$ cat config.mk
export PLATFORM = sky130hd
export DESIGN_NAME = rfb_top
export DESIGN_NICKNAME = d
export VERILOG_FILES = /design/src/hw/rfb_pkg.sv /design/src/hw/rfb_ahb_slave.sv /design/src/hw/rfb_free_counter.sv /design/src/hw/rfb_top.sv
export SDC_FILE = /design/constraint.sdc
export NUM_CORES = 1
export LEC_CHECK = 0
export BUFFER_PORTS_ARGS = -buffer_cell sky130_fd_sc_hd__buf_2
export CORE_ASPECT_RATIO = 1.75
export CORE_UTILIZATION = 55
export CTS_BUF_LIST = sky130_fd_sc_hd__clkbuf_4 sky130_fd_sc_hd__clkbuf_8 sky130_fd_sc_hd__clkbuf_16
export CTS_CLUSTER_DIAMETER = 30
export DETAILED_ROUTE_END_ITERATION = 7
export HOLD_SLACK_MARGIN = 0.02
export MAX_ROUTING_LAYER = met4
export PLACE_DENSITY = 0.73
export SYNTH_ARGS = -nofsm -noshare
export SYNTH_HDL_FRONTEND = slang
export SYNTH_HIERARCHICAL = 1
export SYNTH_SLANG_ARGS = --single-unit
$ cat constraint.sdc
create_clock -name clock -period 6.01 [get_ports clock]
set_clock_uncertainty 0.15 [all_clocks]
set_input_delay 0.9015 -clock clock [delete_from_list [all_inputs] [get_ports clock]]
set_output_delay 0.9015 -clock clock [all_outputs]
set_load 0.005 [all_outputs]
$ cat src/hw/rfb_pkg.sv
// rfb_pkg: register map, field positions and carrier types for the
// receive free-buffer accounting and mac configuration block.
// assumes a single 100 MHz clock domain and an ahb-lite register bus.
package rfb_pkg;

  // ==========================================================
  // sizes
  localparam int unsigned RFB_CHANNELS = 8;
  localparam int unsigned RFB_CNT_W = 16;
  localparam int unsigned RFB_THR_W = 8;

  // ==========================================================
  // register byte offsets
  localparam logic [11:0] RFB_FREE_BASE = 12'h0_000;
  localparam logic [11:0] RFB_FLOW_BASE = 12'h0_020;
  localparam logic [11:0] RFB_FILT_OFF = 12'h0_040;
  localparam logic [11:0] RFB_CFG_OFF = 12'h0_044;
  localparam logic [11:0] RFB_STAT_OFF = 12'h0_048;
  localparam logic [11:0] RFB_PRESS_OFF = 12'h0_04c;
  localparam logic [11:0] RFB_CHAN_STRIDE = 12'h0_004;

  // ==========================================================
  // configuration register fields
  localparam int unsigned RFB_CFG_W = 15;
  localparam logic [RFB_CFG_W-1:0] RFB_CFG_RESET = 15'h0_000;
  localparam int unsigned RFB_B_OFFLEN = 14;
  localparam int unsigned RFB_B_OWNER = 13;
  localparam int unsigned RFB_B_FIFOPAUSE = 12;
  localparam int unsigned RFB_B_IDLE = 11;
  localparam int unsigned RFB_B_TXPOL = 9;
  localparam int unsigned RFB_B_PACE = 6;
  localparam int unsigned RFB_B_MII = 5;
  localparam int unsigned RFB_B_PAUSEHON = 4;
  localparam int unsigned RFB_B_BUFFLOW = 3;
  localparam int unsigned RFB_B_LOOP = 1;
  localparam int unsigned RFB_B_FDX = 0;
  // writable bits: 14..11, 9, 6..3, 1, 0
  localparam logic [RFB_CFG_W-1:0] RFB_CFG_MASK = 15'h7_a7b;

  // status register field
  localparam int unsigned RFB_S_IDLE = 0;

  // ==========================================================
  // carrier types
  typedef struct packed {
    logic offlen_block;
    logic owner_value;
    logic fifo_pause;
    logic idle_req;
    logic tx_fixed_prio;
    logic tx_pace;
    logic mii_enable;
    logic pause_honor;
    logic buf_flow;
    logic loopback;
    logic fdx;
  } rfb_ctl_t;

  typedef struct packed {
    logic valid;
    logic [$clog2(RFB_CHANNELS)-1:0] chan;
    logic [RFB_CNT_W-1:0] used;
  } rfb_frame_t;

endpackage : rfb_pkg

$ cat src/hw/rfb_ahb_slave.sv
// rfb_ahb_slave: ahb-lite single-word slave front end.
// assumes whole-word single transfers; always answers okay, no waits.
`timescale 1ns/10ps
module rfb_ahb_slave (
  input wire logic clock,
  input wire logic nrst,
  input wire logic hsel,
  input wire logic [11:0] haddr,
  input wire logic [1:0] htrans,
  input wire logic hwrite,
  input wire logic hready,
  output logic hreadyout,
  output logic hresp,
  output logic wr_en,
  output logic rd_en,
  output logic [11:0] acc_addr
);
  import rfb_pkg::*;

  // ==========================================================
  // address phase capture
  logic ph_wr;
  logic [11:0] ph_addr;
  logic take;

  assign take = hsel & hready & htrans[1];

  always_ff @(posedge clock or negedge nrst) begin
    if (!nrst) begin
      ph_wr <= 1'b0;
      ph_addr <= 12'h0_000;
    end else begin
      ph_wr <= take & hwrite;
      if (take) begin
        ph_addr <= {haddr[11:2], 2'b00};
      end
    end
  end

  assign wr_en = ph_wr;
  assign rd_en = take & ~hwrite;
  assign acc_addr = ph_wr ? ph_addr : {haddr[11:2], 2'b00};
  assign hreadyout = 1'b1;
  assign hresp = 1'b0;

endmodule : rfb_ahb_slave

$ cat src/hw/rfb_free_counter.sv
// rfb_free_counter: one channel's free-buffer count.
// assumes host add and frame subtract may land in the same cycle.
`timescale 1ns/10ps
module rfb_free_counter #(
  parameter int unsigned CNT_W = 16
) (
  input wire logic clock,
  input wire logic nrst,
  input wire logic add_en,
  input wire logic [CNT_W-1:0] add_val,
  input wire logic sub_en,
  input wire logic [CNT_W-1:0] sub_val,
  output logic [CNT_W-1:0] count
);
  import rfb_pkg::*;

  logic [CNT_W-1:0] next_count;

  // ==========================================================
  // modulo arithmetic, wraps both ways
  always_comb begin
    next_count = count;
    if (add_en) begin
      next_count = CNT_W'(next_count + add_val);
    end
    if (sub_en) begin
      next_count = CNT_W'(next_count - sub_val);
    end
  end

  always_ff @(posedge clock or negedge nrst) begin
    if (!nrst) begin
      count <= '0;
    end else begin
      count <= next_count;
    end
  end

  wrap_add_a: assert property (@(posedge clock) disable iff (!nrst)
    add_en && !sub_en |=> count == CNT_W'($past(count) + $past(add_val)))
    else $error("free count add wrong");
  frame_sub_a: assert property (@(posedge clock) disable iff (!nrst)
    sub_en && !add_en |=> count == CNT_W'($past(count) - $past(sub_val)))
    else $error("free count subtract wrong");
  hold_idle_a: assert property (@(posedge clock) disable iff (!nrst)
    !add_en && !sub_en |=> $stable(count))
    else $error("free count moved without cause");

endmodule : rfb_free_counter

$ cat src/hw/rfb_top.sv
// rfb_top: receive free-buffer accounting and mac configuration.
// assumes ahb-lite master, frame-done events from the receive dma,
// and idle-reached indication from the mac core, all on clock.
`timescale 1ns/10ps
// Functional notes
// - writes add to 16-bit free count
// - count wraps around modulo 16 bits on overflow, keeping the excess
// - compare count with low-priority filter threshold
// - compare count with channel flow threshold
// - each frame subtracts its buffers used
// - one independent counter per channel
// - bit 14 blocks offset/length writes
// - bit 13 gives written ownership value
// - bit 12 enables fifo pause frames
// - bit 11 requests idle, status reports
// - bit 9 selects fixed or round-robin
// - bit 5 releases media interface reset
// - bit 4 honours pause in full duplex
// - bit 3 collision or pause on flow
module rfb_top #(
  parameter int unsigned CHANNELS = rfb_pkg::RFB_CHANNELS
) (
  input wire logic clock,
  input wire logic nrst,
  input wire logic hsel,
  input wire logic [11:0] haddr,
  input wire logic [1:0] htrans,
  input wire logic hwrite,
  input wire logic [2:0] hsize,
  input wire logic hready,
  input wire logic [31:0] hwdata,
  output logic [31:0] hrdata,
  output logic hreadyout,
  output logic hresp,
  input wire rfb_pkg::rfb_frame_t frame_done,
  input wire logic frame_low_prio,
  input wire logic fifo_flow_trigger,
  input wire logic idle_reached,
  output logic filter_low_prio,
  output logic [CHANNELS-1:0] chan_flow_active,
  output logic send_pause,
  output logic force_collision,
  output rfb_pkg::rfb_ctl_t ctl,
  output logic desc_offlen_write_ok,
  output logic desc_owner_value,
  output logic tx_fixed_priority,
  output logic media_interface_reset,
  output logic pause_honor,
  output logic idle_status
);
  import rfb_pkg::*;

  localparam int unsigned CH_W = $clog2(RFB_CHANNELS);

  // ==========================================================
  // bus front end
  logic wr_en;
  logic rd_en;
  logic [11:0] acc_addr;

  rfb_ahb_slave u_bus (
    .clock(clock),
    .nrst(nrst),
    .hsel(hsel),
    .haddr(haddr),
    .htrans(htrans),
    .hwrite(hwrite),
    .hready(hready),
    .hreadyout(hreadyout),
    .hresp(hresp),
    .wr_en(wr_en),
    .rd_en(rd_en),
    .acc_addr(acc_addr)
  );

  function automatic logic in_bank(input logic [11:0] a,
                                   input logic [11:0] base);
    in_bank = (a >= base) &&
      (a < 12'(base + 12'(CHANNELS) * RFB_CHAN_STRIDE));
  endfunction : in_bank

  function automatic logic [CH_W-1:0] bank_idx(input logic [11:0] a,
                                               input logic [11:0] base);
    logic [11:0] d;
    d = 12'(a - base);
    bank_idx = d[CH_W+1:2];
  endfunction : bank_idx

  // ==========================================================
  // configuration register
  logic [RFB_CFG_W-1:0] cfg;

  always_ff @(posedge clock or negedge nrst) begin
    if (!nrst) begin
      cfg <= RFB_CFG_RESET;
    end else if (wr_en && acc_addr == RFB_CFG_OFF) begin
      cfg <= hwdata[RFB_CFG_W-1:0] & RFB_CFG_MASK;
    end
  end

  assign ctl.offlen_block = cfg[RFB_B_OFFLEN];
  assign ctl.owner_value = cfg[RFB_B_OWNER];
  assign ctl.fifo_pause = cfg[RFB_B_FIFOPAUSE];
  assign ctl.idle_req = cfg[RFB_B_IDLE];
  assign ctl.tx_fixed_prio = cfg[RFB_B_TXPOL];
  assign ctl.tx_pace = cfg[RFB_B_PACE];
  assign ctl.mii_enable = cfg[RFB_B_MII];
  assign ctl.pause_honor = cfg[RFB_B_PAUSEHON];
  assign ctl.buf_flow = cfg[RFB_B_BUFFLOW];
  assign ctl.loopback = cfg[RFB_B_LOOP];
  assign ctl.fdx = cfg[RFB_B_FDX];

  // loopback forces internal full duplex
  logic duplex_full;
  assign duplex_full = ctl.fdx | ctl.loopback;

  assign desc_offlen_write_ok = ~ctl.offlen_block;
  assign desc_owner_value = ctl.owner_value;
  assign tx_fixed_priority = ctl.tx_fixed_prio;
  assign media_interface_reset = ~ctl.mii_enable;
  assign pause_honor = ctl.pause_honor & duplex_full;

  // ==========================================================
  // thresholds
  logic [RFB_THR_W-1:0] filt_thr;
  logic [RFB_THR_W-1:0] flow_thr [CHANNELS];

  always_ff @(posedge clock or negedge nrst) begin
    if (!nrst) begin
      filt_thr <= '0;
    end else if (wr_en && acc_addr == RFB_FILT_OFF) begin
      filt_thr <= hwdata[RFB_THR_W-1:0];
    end
  end

  always_ff @(posedge clock or negedge nrst) begin
    if (!nrst) begin
      for (int i = 0; i < CHANNELS; i++) begin
        flow_thr[i] <= '0;
      end
    end else if (wr_en && in_bank(acc_addr, RFB_FLOW_BASE)) begin
      flow_thr[bank_idx(acc_addr, RFB_FLOW_BASE)] <=
        hwdata[RFB_THR_W-1:0];
    end
  end

  // ==========================================================
  // free-buffer counters
  logic [RFB_CNT_W-1:0] free_cnt [CHANNELS];
  logic free_wr;
  logic [CH_W-1:0] free_idx;

  assign free_wr = wr_en && in_bank(acc_addr, RFB_FREE_BASE);
  assign free_idx = bank_idx(acc_addr, RFB_FREE_BASE);

  for (genvar g = 0; g < CHANNELS; g++) begin : g_chan
    rfb_free_counter #(
      .CNT_W(RFB_CNT_W)
    ) u_cnt (
      .clock(clock),
      .nrst(nrst),
      .add_en(free_wr && free_idx == CH_W'(g)),
      .add_val(hwdata[RFB_CNT_W-1:0]),
      .sub_en(frame_done.valid && frame_done.chan == CH_W'(g)),
      .sub_val(frame_done.used),
      .count(free_cnt[g])
    );
  end

  // ==========================================================
  // threshold comparisons
  logic [CHANNELS-1:0] below_flow;
  logic [CHANNELS-1:0] below_filt;
  logic any_flow;

  always_comb begin
    for (int i = 0; i < CHANNELS; i++) begin
      below_flow[i] = free_cnt[i] < RFB_CNT_W'(flow_thr[i]);
      below_filt[i] = free_cnt[i] < RFB_CNT_W'(filt_thr);
    end
  end

  assign any_flow = |below_flow;

  always_ff @(posedge clock or negedge nrst) begin
    if (!nrst) begin
      chan_flow_active <= '0;
      filter_low_prio <= 1'b0;
    end else begin
      chan_flow_active <= below_flow & {CHANNELS{ctl.buf_flow}};
      filter_low_prio <= frame_low_prio &
        below_filt[frame_done.chan];
    end
  end

  // ==========================================================
  // pause and collision generation
  always_ff @(posedge clock or negedge nrst) begin
    if (!nrst) begin
      send_pause <= 1'b0;
      force_collision <= 1'b0;
    end else begin
      send_pause <= duplex_full &&
        ((ctl.fifo_pause && fifo_flow_trigger) ||
         (ctl.buf_flow && any_flow));
      force_collision <= !duplex_full && ctl.buf_flow && any_flow;
    end
  end

  // ==========================================================
  // idle status
  always_ff @(posedge clock or negedge nrst) begin
    if (!nrst) begin
      idle_status <= 1'b0;
    end else begin
      idle_status <= ctl.idle_req & idle_reached;
    end
  end

  // ==========================================================
  // read mux, registered into the data phase
  // reads decode their own address phase, so a write's held address
  // cannot steer a read issued back to back behind it
  logic [11:0] rd_addr;
  logic [31:0] next_rdata;

  assign rd_addr = {haddr[11:2], 2'b00};

  always_comb begin
    next_rdata = 32'h0000_0000;
    if (in_bank(rd_addr, RFB_FREE_BASE)) begin
      next_rdata[RFB_CNT_W-1:0] =
        free_cnt[bank_idx(rd_addr, RFB_FREE_BASE)];
    end else if (in_bank(rd_addr, RFB_FLOW_BASE)) begin
      next_rdata[RFB_THR_W-1:0] =
        flow_thr[bank_idx(rd_addr, RFB_FLOW_BASE)];
    end else begin
      case (rd_addr)
        RFB_FILT_OFF: next_rdata[RFB_THR_W-1:0] = filt_thr;
        RFB_CFG_OFF: next_rdata[RFB_CFG_W-1:0] = cfg;
        RFB_STAT_OFF: next_rdata[RFB_S_IDLE] = idle_status;
        RFB_PRESS_OFF: next_rdata[CHANNELS-1:0] = chan_flow_active;
        default: next_rdata = 32'h0000_0000;
      endcase
    end
  end

  always_ff @(posedge clock or negedge nrst) begin
    if (!nrst) begin
      hrdata <= 32'h0000_0000;
    end else if (rd_en) begin
      hrdata <= next_rdata;
    end
  end

  // ==========================================================
  // checks
  offlen_block_a: assert property (@(posedge clock) disable iff (!nrst)
    desc_offlen_write_ok == !cfg[RFB_B_OFFLEN])
    else $error("offset/length block wrong");
  owner_value_a: assert property (@(posedge clock) disable iff (!nrst)
    desc_owner_value == cfg[RFB_B_OWNER])
    else $error("owner value wrong");
  fifo_pause_a: assert property (@(posedge clock) disable iff (!nrst)
    !cfg[RFB_B_FIFOPAUSE] && !cfg[RFB_B_BUFFLOW] |=> !send_pause)
    else $error("pause sent while disabled");
  fifo_send_a: assert property (@(posedge clock) disable iff (!nrst)
    duplex_full && ctl.fifo_pause && fifo_flow_trigger |=> send_pause)
    else $error("fifo pause not sent");
  send_half_a: assert property (@(posedge clock) disable iff (!nrst)
    !duplex_full |=> !send_pause)
    else $error("pause sent in half duplex");
  idle_report_a: assert property (@(posedge clock) disable iff (!nrst)
    cfg[RFB_B_IDLE] && idle_reached |=> idle_status)
    else $error("idle not reported");
  idle_clear_a: assert property (@(posedge clock) disable iff (!nrst)
    !cfg[RFB_B_IDLE] |=> !idle_status)
    else $error("idle reported without request");
  tx_policy_a: assert property (@(posedge clock) disable iff (!nrst)
    tx_fixed_priority == cfg[RFB_B_TXPOL])
    else $error("tx policy wrong");
  mii_reset_a: assert property (@(posedge clock) disable iff (!nrst)
    media_interface_reset != cfg[RFB_B_MII])
    else $error("media reset wrong");
  pause_half_a: assert property (@(posedge clock) disable iff (!nrst)
    !cfg[RFB_B_FDX] && !cfg[RFB_B_LOOP] |-> !pause_honor)
    else $error("pause honoured in half duplex");
  pause_full_a: assert property (@(posedge clock) disable iff (!nrst)
    cfg[RFB_B_FDX] && cfg[RFB_B_PAUSEHON] |-> pause_honor)
    else $error("pause not honoured in full duplex");
  collide_half_a: assert property (@(posedge clock)
    disable iff (!nrst)
    cfg[RFB_B_BUFFLOW] && !duplex_full && any_flow |=> force_collision)
    else $error("no forced collision");
  flow_compare_a: assert property (@(posedge clock) disable iff (!nrst)
    ctl.buf_flow && free_cnt[0] < RFB_CNT_W'(flow_thr[0])
    |=> chan_flow_active[0])
    else $error("flow not raised");
  flow_off_a: assert property (@(posedge clock) disable iff (!nrst)
    !ctl.buf_flow |=> chan_flow_active == '0)
    else $error("flow raised while disabled");
  filter_hit_a: assert property (@(posedge clock) disable iff (!nrst)
    frame_low_prio && free_cnt[frame_done.chan] < RFB_CNT_W'(filt_thr)
    |=> filter_low_prio)
    else $error("low priority frame not filtered");
  filter_miss_a: assert property (@(posedge clock) disable iff (!nrst)
    !frame_low_prio |=> !filter_low_prio)
    else $error("filter without low priority frame");
  cfg_write_a: assert property (@(posedge clock) disable iff (!nrst)
    wr_en && acc_addr == RFB_CFG_OFF
    |=> cfg == ($past(hwdata[RFB_CFG_W-1:0]) & RFB_CFG_MASK))
    else $error("config write lost");
  cfg_zero_a: assert property (@(posedge clock) disable iff (!nrst)
    (cfg & ~RFB_CFG_MASK) == '0)
    else $error("reserved config bit set");
  rd_zero_a: assert property (@(posedge clock) disable iff (!nrst)
    rd_en && rd_addr == RFB_CFG_OFF |=> hrdata[31:RFB_CFG_W] == '0)
    else $error("reserved config bits read back");

  // ==========================================================
  // per-channel flow checks
  for (genvar c = 0; c < CHANNELS; c++) begin : g_flow_chk
    chan_flow_a: assert property (@(posedge clock) disable iff (!nrst)
      ctl.buf_flow && free_cnt[c] < RFB_CNT_W'(flow_thr[c])
      |=> chan_flow_active[c])
      else $error("channel flow not raised");
    chan_calm_a: assert property (@(posedge clock) disable iff (!nrst)
      free_cnt[c] >= RFB_CNT_W'(flow_thr[c]) |=> !chan_flow_active[c])
      else $error("channel flow raised");
  end

  free_write_c: cover property (@(posedge clock) disable iff (!nrst)
    free_wr);
  filter_hit_c: cover property (@(posedge clock) disable iff (!nrst)
    filter_low_prio);
  frame_done_c: cover property (@(posedge clock) disable iff (!nrst)
    frame_done.valid ##1 chan_flow_active != '0);
  pause_sent_c: cover property (@(posedge clock) disable iff (!nrst)
    send_pause);
  idle_seen_c: cover property (@(posedge clock) disable iff (!nrst)
    idle_status);

endmodule : rfb_top

; Yosys cells after proc, flatten, opt, wreduce, memory -nomap -nowiden
; Index checks and enable logic that the tools add are counted.
[word_totals]
regBits = 266
inputBits = 77
out_inout_bits = 62
elab_cells = 177
[classes]
n_addsub = 18
magnitude_cmp = 29
n_eq_ne = 20
mux = 34
bitwise = 15
reduce_logical = 35
[ops]
columns = op, n
row1 = two-way mux 16 bit, 19
row2 = less-than comparator 16 x 8 -> 1 bit, 16
row3 = adder 16 bit, 8
row4 = subtractor 16 bit, 8
row5 = bitwise mux 64 bit, 1
row6 = binary-select mux 16 bit (select 3 bit), 1
row7 = == test 10 x 5 -> 1 bit (second input constant), 4
row8 = two-way mux 8 bit, 4
row9 = logical AND 1 bit, 30
row10 = binary-select mux 8 bit (select 3 bit), 1
row11 = demux 8 bit (select 3 bit), 1
row12 = == test 12 x 7 -> 1 bit (second input constant), 2
row13 = == test 3 bit (second input constant), 8
row14 = >= comparator 12 x 1 -> 1 bit (second input constant), 2
row15 = >= comparator 12 x 6 -> 1 bit (second input constant), 2
row16 = less-than comparator 12 x 6 -> 1 bit (second input constant), 2
row17 = less-than comparator 12 x 7 -> 1 bit (second input constant), 2
row18 = case mux 7 bit (3 select lines), 1
row19 = two-way mux 7 bit, 2
row20 = == test 3 x 2 -> 1 bit (second input constant), 4
row21 = >= comparator 4 bit (second input constant), 3
row22 = two-way mux 12 bit, 1
row23 = NOT 3 -> 4 bit, 3
row24 = subtractor 5 x 1 -> 5 bit (second input constant), 2
row25 = other kinds (14), 24

; Longest topological paths before layout
[depth]
depth_word = 8
ltp_mapped = 20
ltp_nobuf = 17

; By module
; Netlist, hierarchy kept.
[modules_own_cells]
columns = module, instances, cells_each, area_each_um2, seq_area_each_um2
row1 = rfb_free_counter at g_chan[0].u_cnt ..., 6, 268, 2255.9, 400.4
row2 = rfb_top, 1, 882, 8928.6, 2777.7
row3 = rfb_free_counter at g_chan[3].u_cnt, 1, 284, 2307.2, 400.4
row4 = rfb_free_counter at g_chan[2].u_cnt, 1, 264, 2282.2, 400.4
row5 = rfb_ahb_slave, 1, 43, 605.6, 275.3

; Worst setup path before layout
; OpenSTA, ideal clock, no wires.
[synth_path]
path_type = input -> register
from = input haddr[7]
to = register g_chan[2].u_cnt.count[10]
setup_time_ps = 125
arrival_time_ps = 4367
required_ps = 5735
path_slack_ps = 1368
path_stages = 19
path_buffers = 2
cell_sequence = mux2_2 -> nor4b_1 -> nand2_1 -> nor2_1 -> nand2_1 -> nor2_1 -> buf_6 -> clkbuf_1 -> mux2i_1 -> ha_1 -> inv_1 -> fa_1 -> a21o_1 -> a21oi_1 -> o21a_1 -> or2_2 -> o21bai_1 -> xor2_1 -> mux2_2
[synth_via]
elab_chain_len = 8
word_cells_on_any_way = 9
cone_classes = add/sub: 1 / order compare: 2 / mux: 3 / reduce/logical: 3
[synth_rtl]
columns = element, line_no
row1 = start: declaration, rfb_top.sv:26  ; input wire logic [11:0] haddr,
row2 = two-way mux 12 bit (*), rfb_ahb_slave.sv:42  ; assign acc_addr = ph_wr ? ph_addr : {haddr[11:2], 2'b00};
row3 = >= comparator 12 x 1 -> 1 bit or less-than comparator 12 x 6 -> 1 bit (tied branches), "rfb_top.sv:78, rfb_top.sv:79"
row4 = logical AND 1 bit (*), rfb_top.sv:78  ; in_bank = (a >= base) &&
row5 = logical AND 1 bit (*), rfb_top.sv:153  ; assign free_wr = wr_en && in_bank(acc_addr, RFB_FREE_BASE);
row6 = logical AND 1 bit (*), rfb_top.sv:162  ; .add_en(free_wr && free_idx == CH_W'(g)),
row7 = two-way mux 16 bit (*), rfb_free_counter.sv:23  ; if (add_en) begin
row8 = subtractor 16 bit, rfb_free_counter.sv:27  ; next_count = CNT_W'(next_count - sub_val);
row9 = two-way mux 16 bit (*), rfb_free_counter.sv:26  ; if (sub_en) begin
row10 = net g_chan[2].u_cnt.next_count[10], rfb_free_counter.sv:17  ; logic [CNT_W-1:0] next_count;
row11 = end signal: assignment, rfb_free_counter.sv:35  ; count <= next_count;
row12 = end: declaration, rfb_free_counter.sv:13  ; output logic [CNT_W-1:0] count
; Mark *: on every way through the listed nets, which the timed path passes. The rest lies on a longest branch.
; A chain may end at the register's enable or synchronous reset.

; Worst setup path after layout
[layout_path]
from = register u_bus.ph_wr, in the netlist u_bus/wr_en
to = register g_chan[1].u_cnt.count[14]
[layout_via]
elab_chain_len = 8
word_cells_on_any_way = 10
cone_classes = add/sub: 1 / order compare: 2 / eq/ne: 1 / mux: 3 / reduce/logical: 3
[layout_rtl]
columns = element, line_no
row1 = start: declaration, rfb_ahb_slave.sv:22  ; logic ph_wr;
row2 = start signal: assignment, rfb_ahb_slave.sv:33  ; ph_wr <= take & hwrite;
row3 = two-way mux 12 bit (*), rfb_ahb_slave.sv:42
row4 = net acc_addr[10], rfb_top.sv:59  ; logic [11:0] acc_addr;
row5 = >= comparator 12 x 1 -> 1 bit or less-than comparator 12 x 6 -> 1 bit (tied branches), "rfb_top.sv:78, rfb_top.sv:79"
row6 = logical AND 1 bit (*), rfb_top.sv:78
row7 = logical AND 1 bit (*), rfb_top.sv:153
row8 = logical AND 1 bit (*), rfb_top.sv:162
row9 = two-way mux 16 bit (*), rfb_free_counter.sv:23
row10 = subtractor 16 bit, rfb_free_counter.sv:27
row11 = two-way mux 16 bit (*), rfb_free_counter.sv:26
row12 = net g_chan[1].u_cnt.next_count[14], rfb_free_counter.sv:17
row13 = end signal: assignment, rfb_free_counter.sv:35
row14 = end: declaration, rfb_free_counter.sv:13
; Marked as above.

==> impl_results.md <==
- Status: finished clean
- Cell Pwr Density: 501 mW/mm^2
- Root buffer cell: clkbuf_16
- Crit path from: u_bus/wr_en
- CTS H-Tree Depth: 2
- Post-CTS Hold Fix Bufs: 0
- Final ANT Viol Nets: 0
- Initial antenna violation count: 6
- Top-area cell type share of the netlist area: a little under a quarter
- Number of CTS-inserted buffers: 53
- Setup TNS: 0 ns
- Rows: 108
- Die footprint: ~0.051 sq mm
- DR iter-0 viols: 1891
- Starting Density: between 50% and 60%
- R2r worst-path depth: 17
- Core area: 0.0496 sq mm
- Drt total wl: approximately 95000 um
- Gr usage total: 38.8%
- Setup-failing EPs final: 0
- Slew Limit Fails: 0
- Actual slew at the worst max-slew pin: approximately 1.1 ns
- CTS tree: built
- Most common cell in the netlist: ha_1
- # resized after CTS: 0
- Final Util: between 60% and 70%
- Post-synthesis register bit count: between 200 and 300
- Final hold slack: between 0.2 and 0.25 ns
- Ys async rst share: between 90% and 100%
- Routed vias/inst: around 6.6
- Clock sinks: 250
- VDD IR max: around 290 uV
- Time the worst path needs with I/O delays and setup: 5.39 ns
- Buffers on Ports: between 90 and 100
- Critical Path RT: 6.33 ns
- Share of post-route cells with drive strength above 1: around 18%
- Max-slew headroom: 24.2%
- Hold Crit Class: in -> async
- Setup ws final: about 0.62 ns
- Vias in the first global route: about 26000
- Ys Warns: 6
- RSZ-0062 raised after global routing: no
- Synth Cell Area: roughly 0.028 sq mm
- Synth cell types: 85
- Setup Buffers After CTS: 0
- Drt drc: 0
- Area delta synth->final: 10.7%
- Tcrit/Tclk final: between 80 and 90%
- Remaining Overflow, GRT: 0
- Launching point of the worst reg2reg path: u_bus/wr_en
- Main synth FF type: dfrtp_1
- Main area contributors after synthesis: dfrtp_1, ha_1, mux2_2, a21oi_1, xnor2_1
- Leakage: 13.8 nW
- Mapped Cells: 3081
- Total number of vias: approximately 25000
- Synth top cells by count: ha_1, a21oi_1, dfrtp_1, nor2_1, inv_1
- Fmax: 0.186 GHz
- Skew-Pair Late Insertion Delay: 0.59 ns
- Startpoint Class: flip-flop
- Max-cap violations: 0
- Yosys top cell by area: dfrtp_1
- Post-synth EDFFs: 0
- Nets: about 3600
- Crit Path Category: reg -> reg
- CP endpoint kind: flip-flop
- Clock buffer depth: 3
- R2R Setup Slk: 0.62 ns
- Final Hold Fails: 0
- Reg2reg end: g_chan[1].u_cnt/count[14]
- First-pass GRT wire length: roughly 140000 um
- Crit Path Max Fanout: 7
- Final estimated routing congestion in global placement: 1.07
- Synth Area per Inst: around 9.0 sq um
- Io pins: around 140
- Die Wd: around 170 um
- Arr. time, crit path: approximately 5.7 ns
- Die height: 299 um
- Per-cell routed wire length: roughly 25 um
- DP Wirelength: between 70000 and 80000 um
- TritonRoute pass-1 iters: 5
- Largest net degree at the start of global routing: approximately 120
- Post-Place Setup Slack: 0.552 ns
- CTS clock-pin slew for the worst setup and hold paths: ~0.060 ns
- Seq/Total Area, Yosys: approximately 23%
-- critical path, stage by stage (launching register included) --
cell      delay [ns]
dfrtp_1         0.64
mux2_2          0.41
nor4b_1         0.27
nand2_1         0.23
nor2_1          0.26
nand2_1         0.24
nor2_1          0.54
mux2i_1         0.34
ha_1            0.23
inv_1           0.06
fa_1            0.42
a211oi_1        0.32
o21bai_1        0.16
a31oi_1         0.28
o21ai_1         0.14
a21oi_1         0.22
nor2_1          0.06
o32ai_1         0.29
-- registers in the layout (all words and copies together), names as in the netlist --
signal and flops:
g_chan.u_cnt/count 128, hrdata 16, force_collision 1, cfg 11, filt_thr 8, flow_thr 64
chan_flow_active 8, u_bus/ph_addr 10, filter_low_prio 1, u_bus/wr_en 1, send_pause 1, idle_status 1
-- where the power goes --
group          internal [mW]  total, mW  switching, mW
Clock                   1.99       3.09           1.10
Sequential              2.14       3.12          0.984
Combinational           4.11       9.14           5.03
Total                   8.24       15.4           7.11
-- kinds of logic after synthesis --
logic type,Yosys count,share of synthesized area (%)
adders and majority gates,368,17.1
xor gates and xnor gates,208,6.59
and+or+nand+nor,683,11.9
muxes,309,14.8
AOI/OAI and AO/OA,900,21.6
buffers and inverters,360,5.45
other,3,0.0407
DFF,250,22.6
-- cell usage in the layout (no fill, tap or decap), drive strengths merged, types with 67 or more instances in the layout --
cell type | Yosys | routed
mux2 | 203 | 203
inv | 243 | 256
o21ai | 221 | 221
nor2 | 244 | 244
xnor2 | 143 | 143
nand2 | 157 | 157
dfrtp | 250 | 250
buf | 52 | 129
a21o | 67 | 67
a21oi | 278 | 278
ha | 352 | 352
-- final cells by class --
type / count / area [sq um]
clock inverters: 36 / 398
flip-flops and latches: 250 / 6260
diodes: 5 / 12.5
multi-input cells: 2488 / 20000
clock buffers: 63 / 1470
inverters: 243 / 912
repair buffers: 129 / 736
well taps: 660 / 826
fillers: 4169 / 19000
-- per-layer routing --
metal  GRT usage [%]  part of all wire, %  vias up
met4            35.7                   11        0
met1            41.1                   35    12200
met5               -                    0        -
li1                -                    -    11500
met3            7.31                  7.7      544
met2            60.7                   46     1242
-- worst max path at each step --
stage / cells after the start / slack, ns / to
floorplan: 19 / 1.37 / g_chan[2].u_cnt/count[10]
global placement: 17 / 0.64 / g_chan[1].u_cnt/count[14]
detailed placement: 18 / 0.55 / g_chan[1].u_cnt/count[14]
CTS: 17 / 0.86 / g_chan[1].u_cnt/count[14]
global route: 17 / 0.31 / g_chan[1].u_cnt/count[14]
finish: 17 / 0.62 / g_chan[1].u_cnt/count[14]
-- stage by stage --
step | total power [mW] | cell area, sq um | instances
6_report | 15.4 | 30600 | 3874
5_1_grt | 16.4 | 30600 | 3874
4_1_cts | 15.1 | 30600 | 3869
3_5_place_dp | 12.0 | 28700 | 3770
3_3_place_gp | 11.6 | 28700 | 3770
2_1_floorplan | 9.71 | 27700 | 3098
Note: power is estimated with default switching activity, not from simulation.
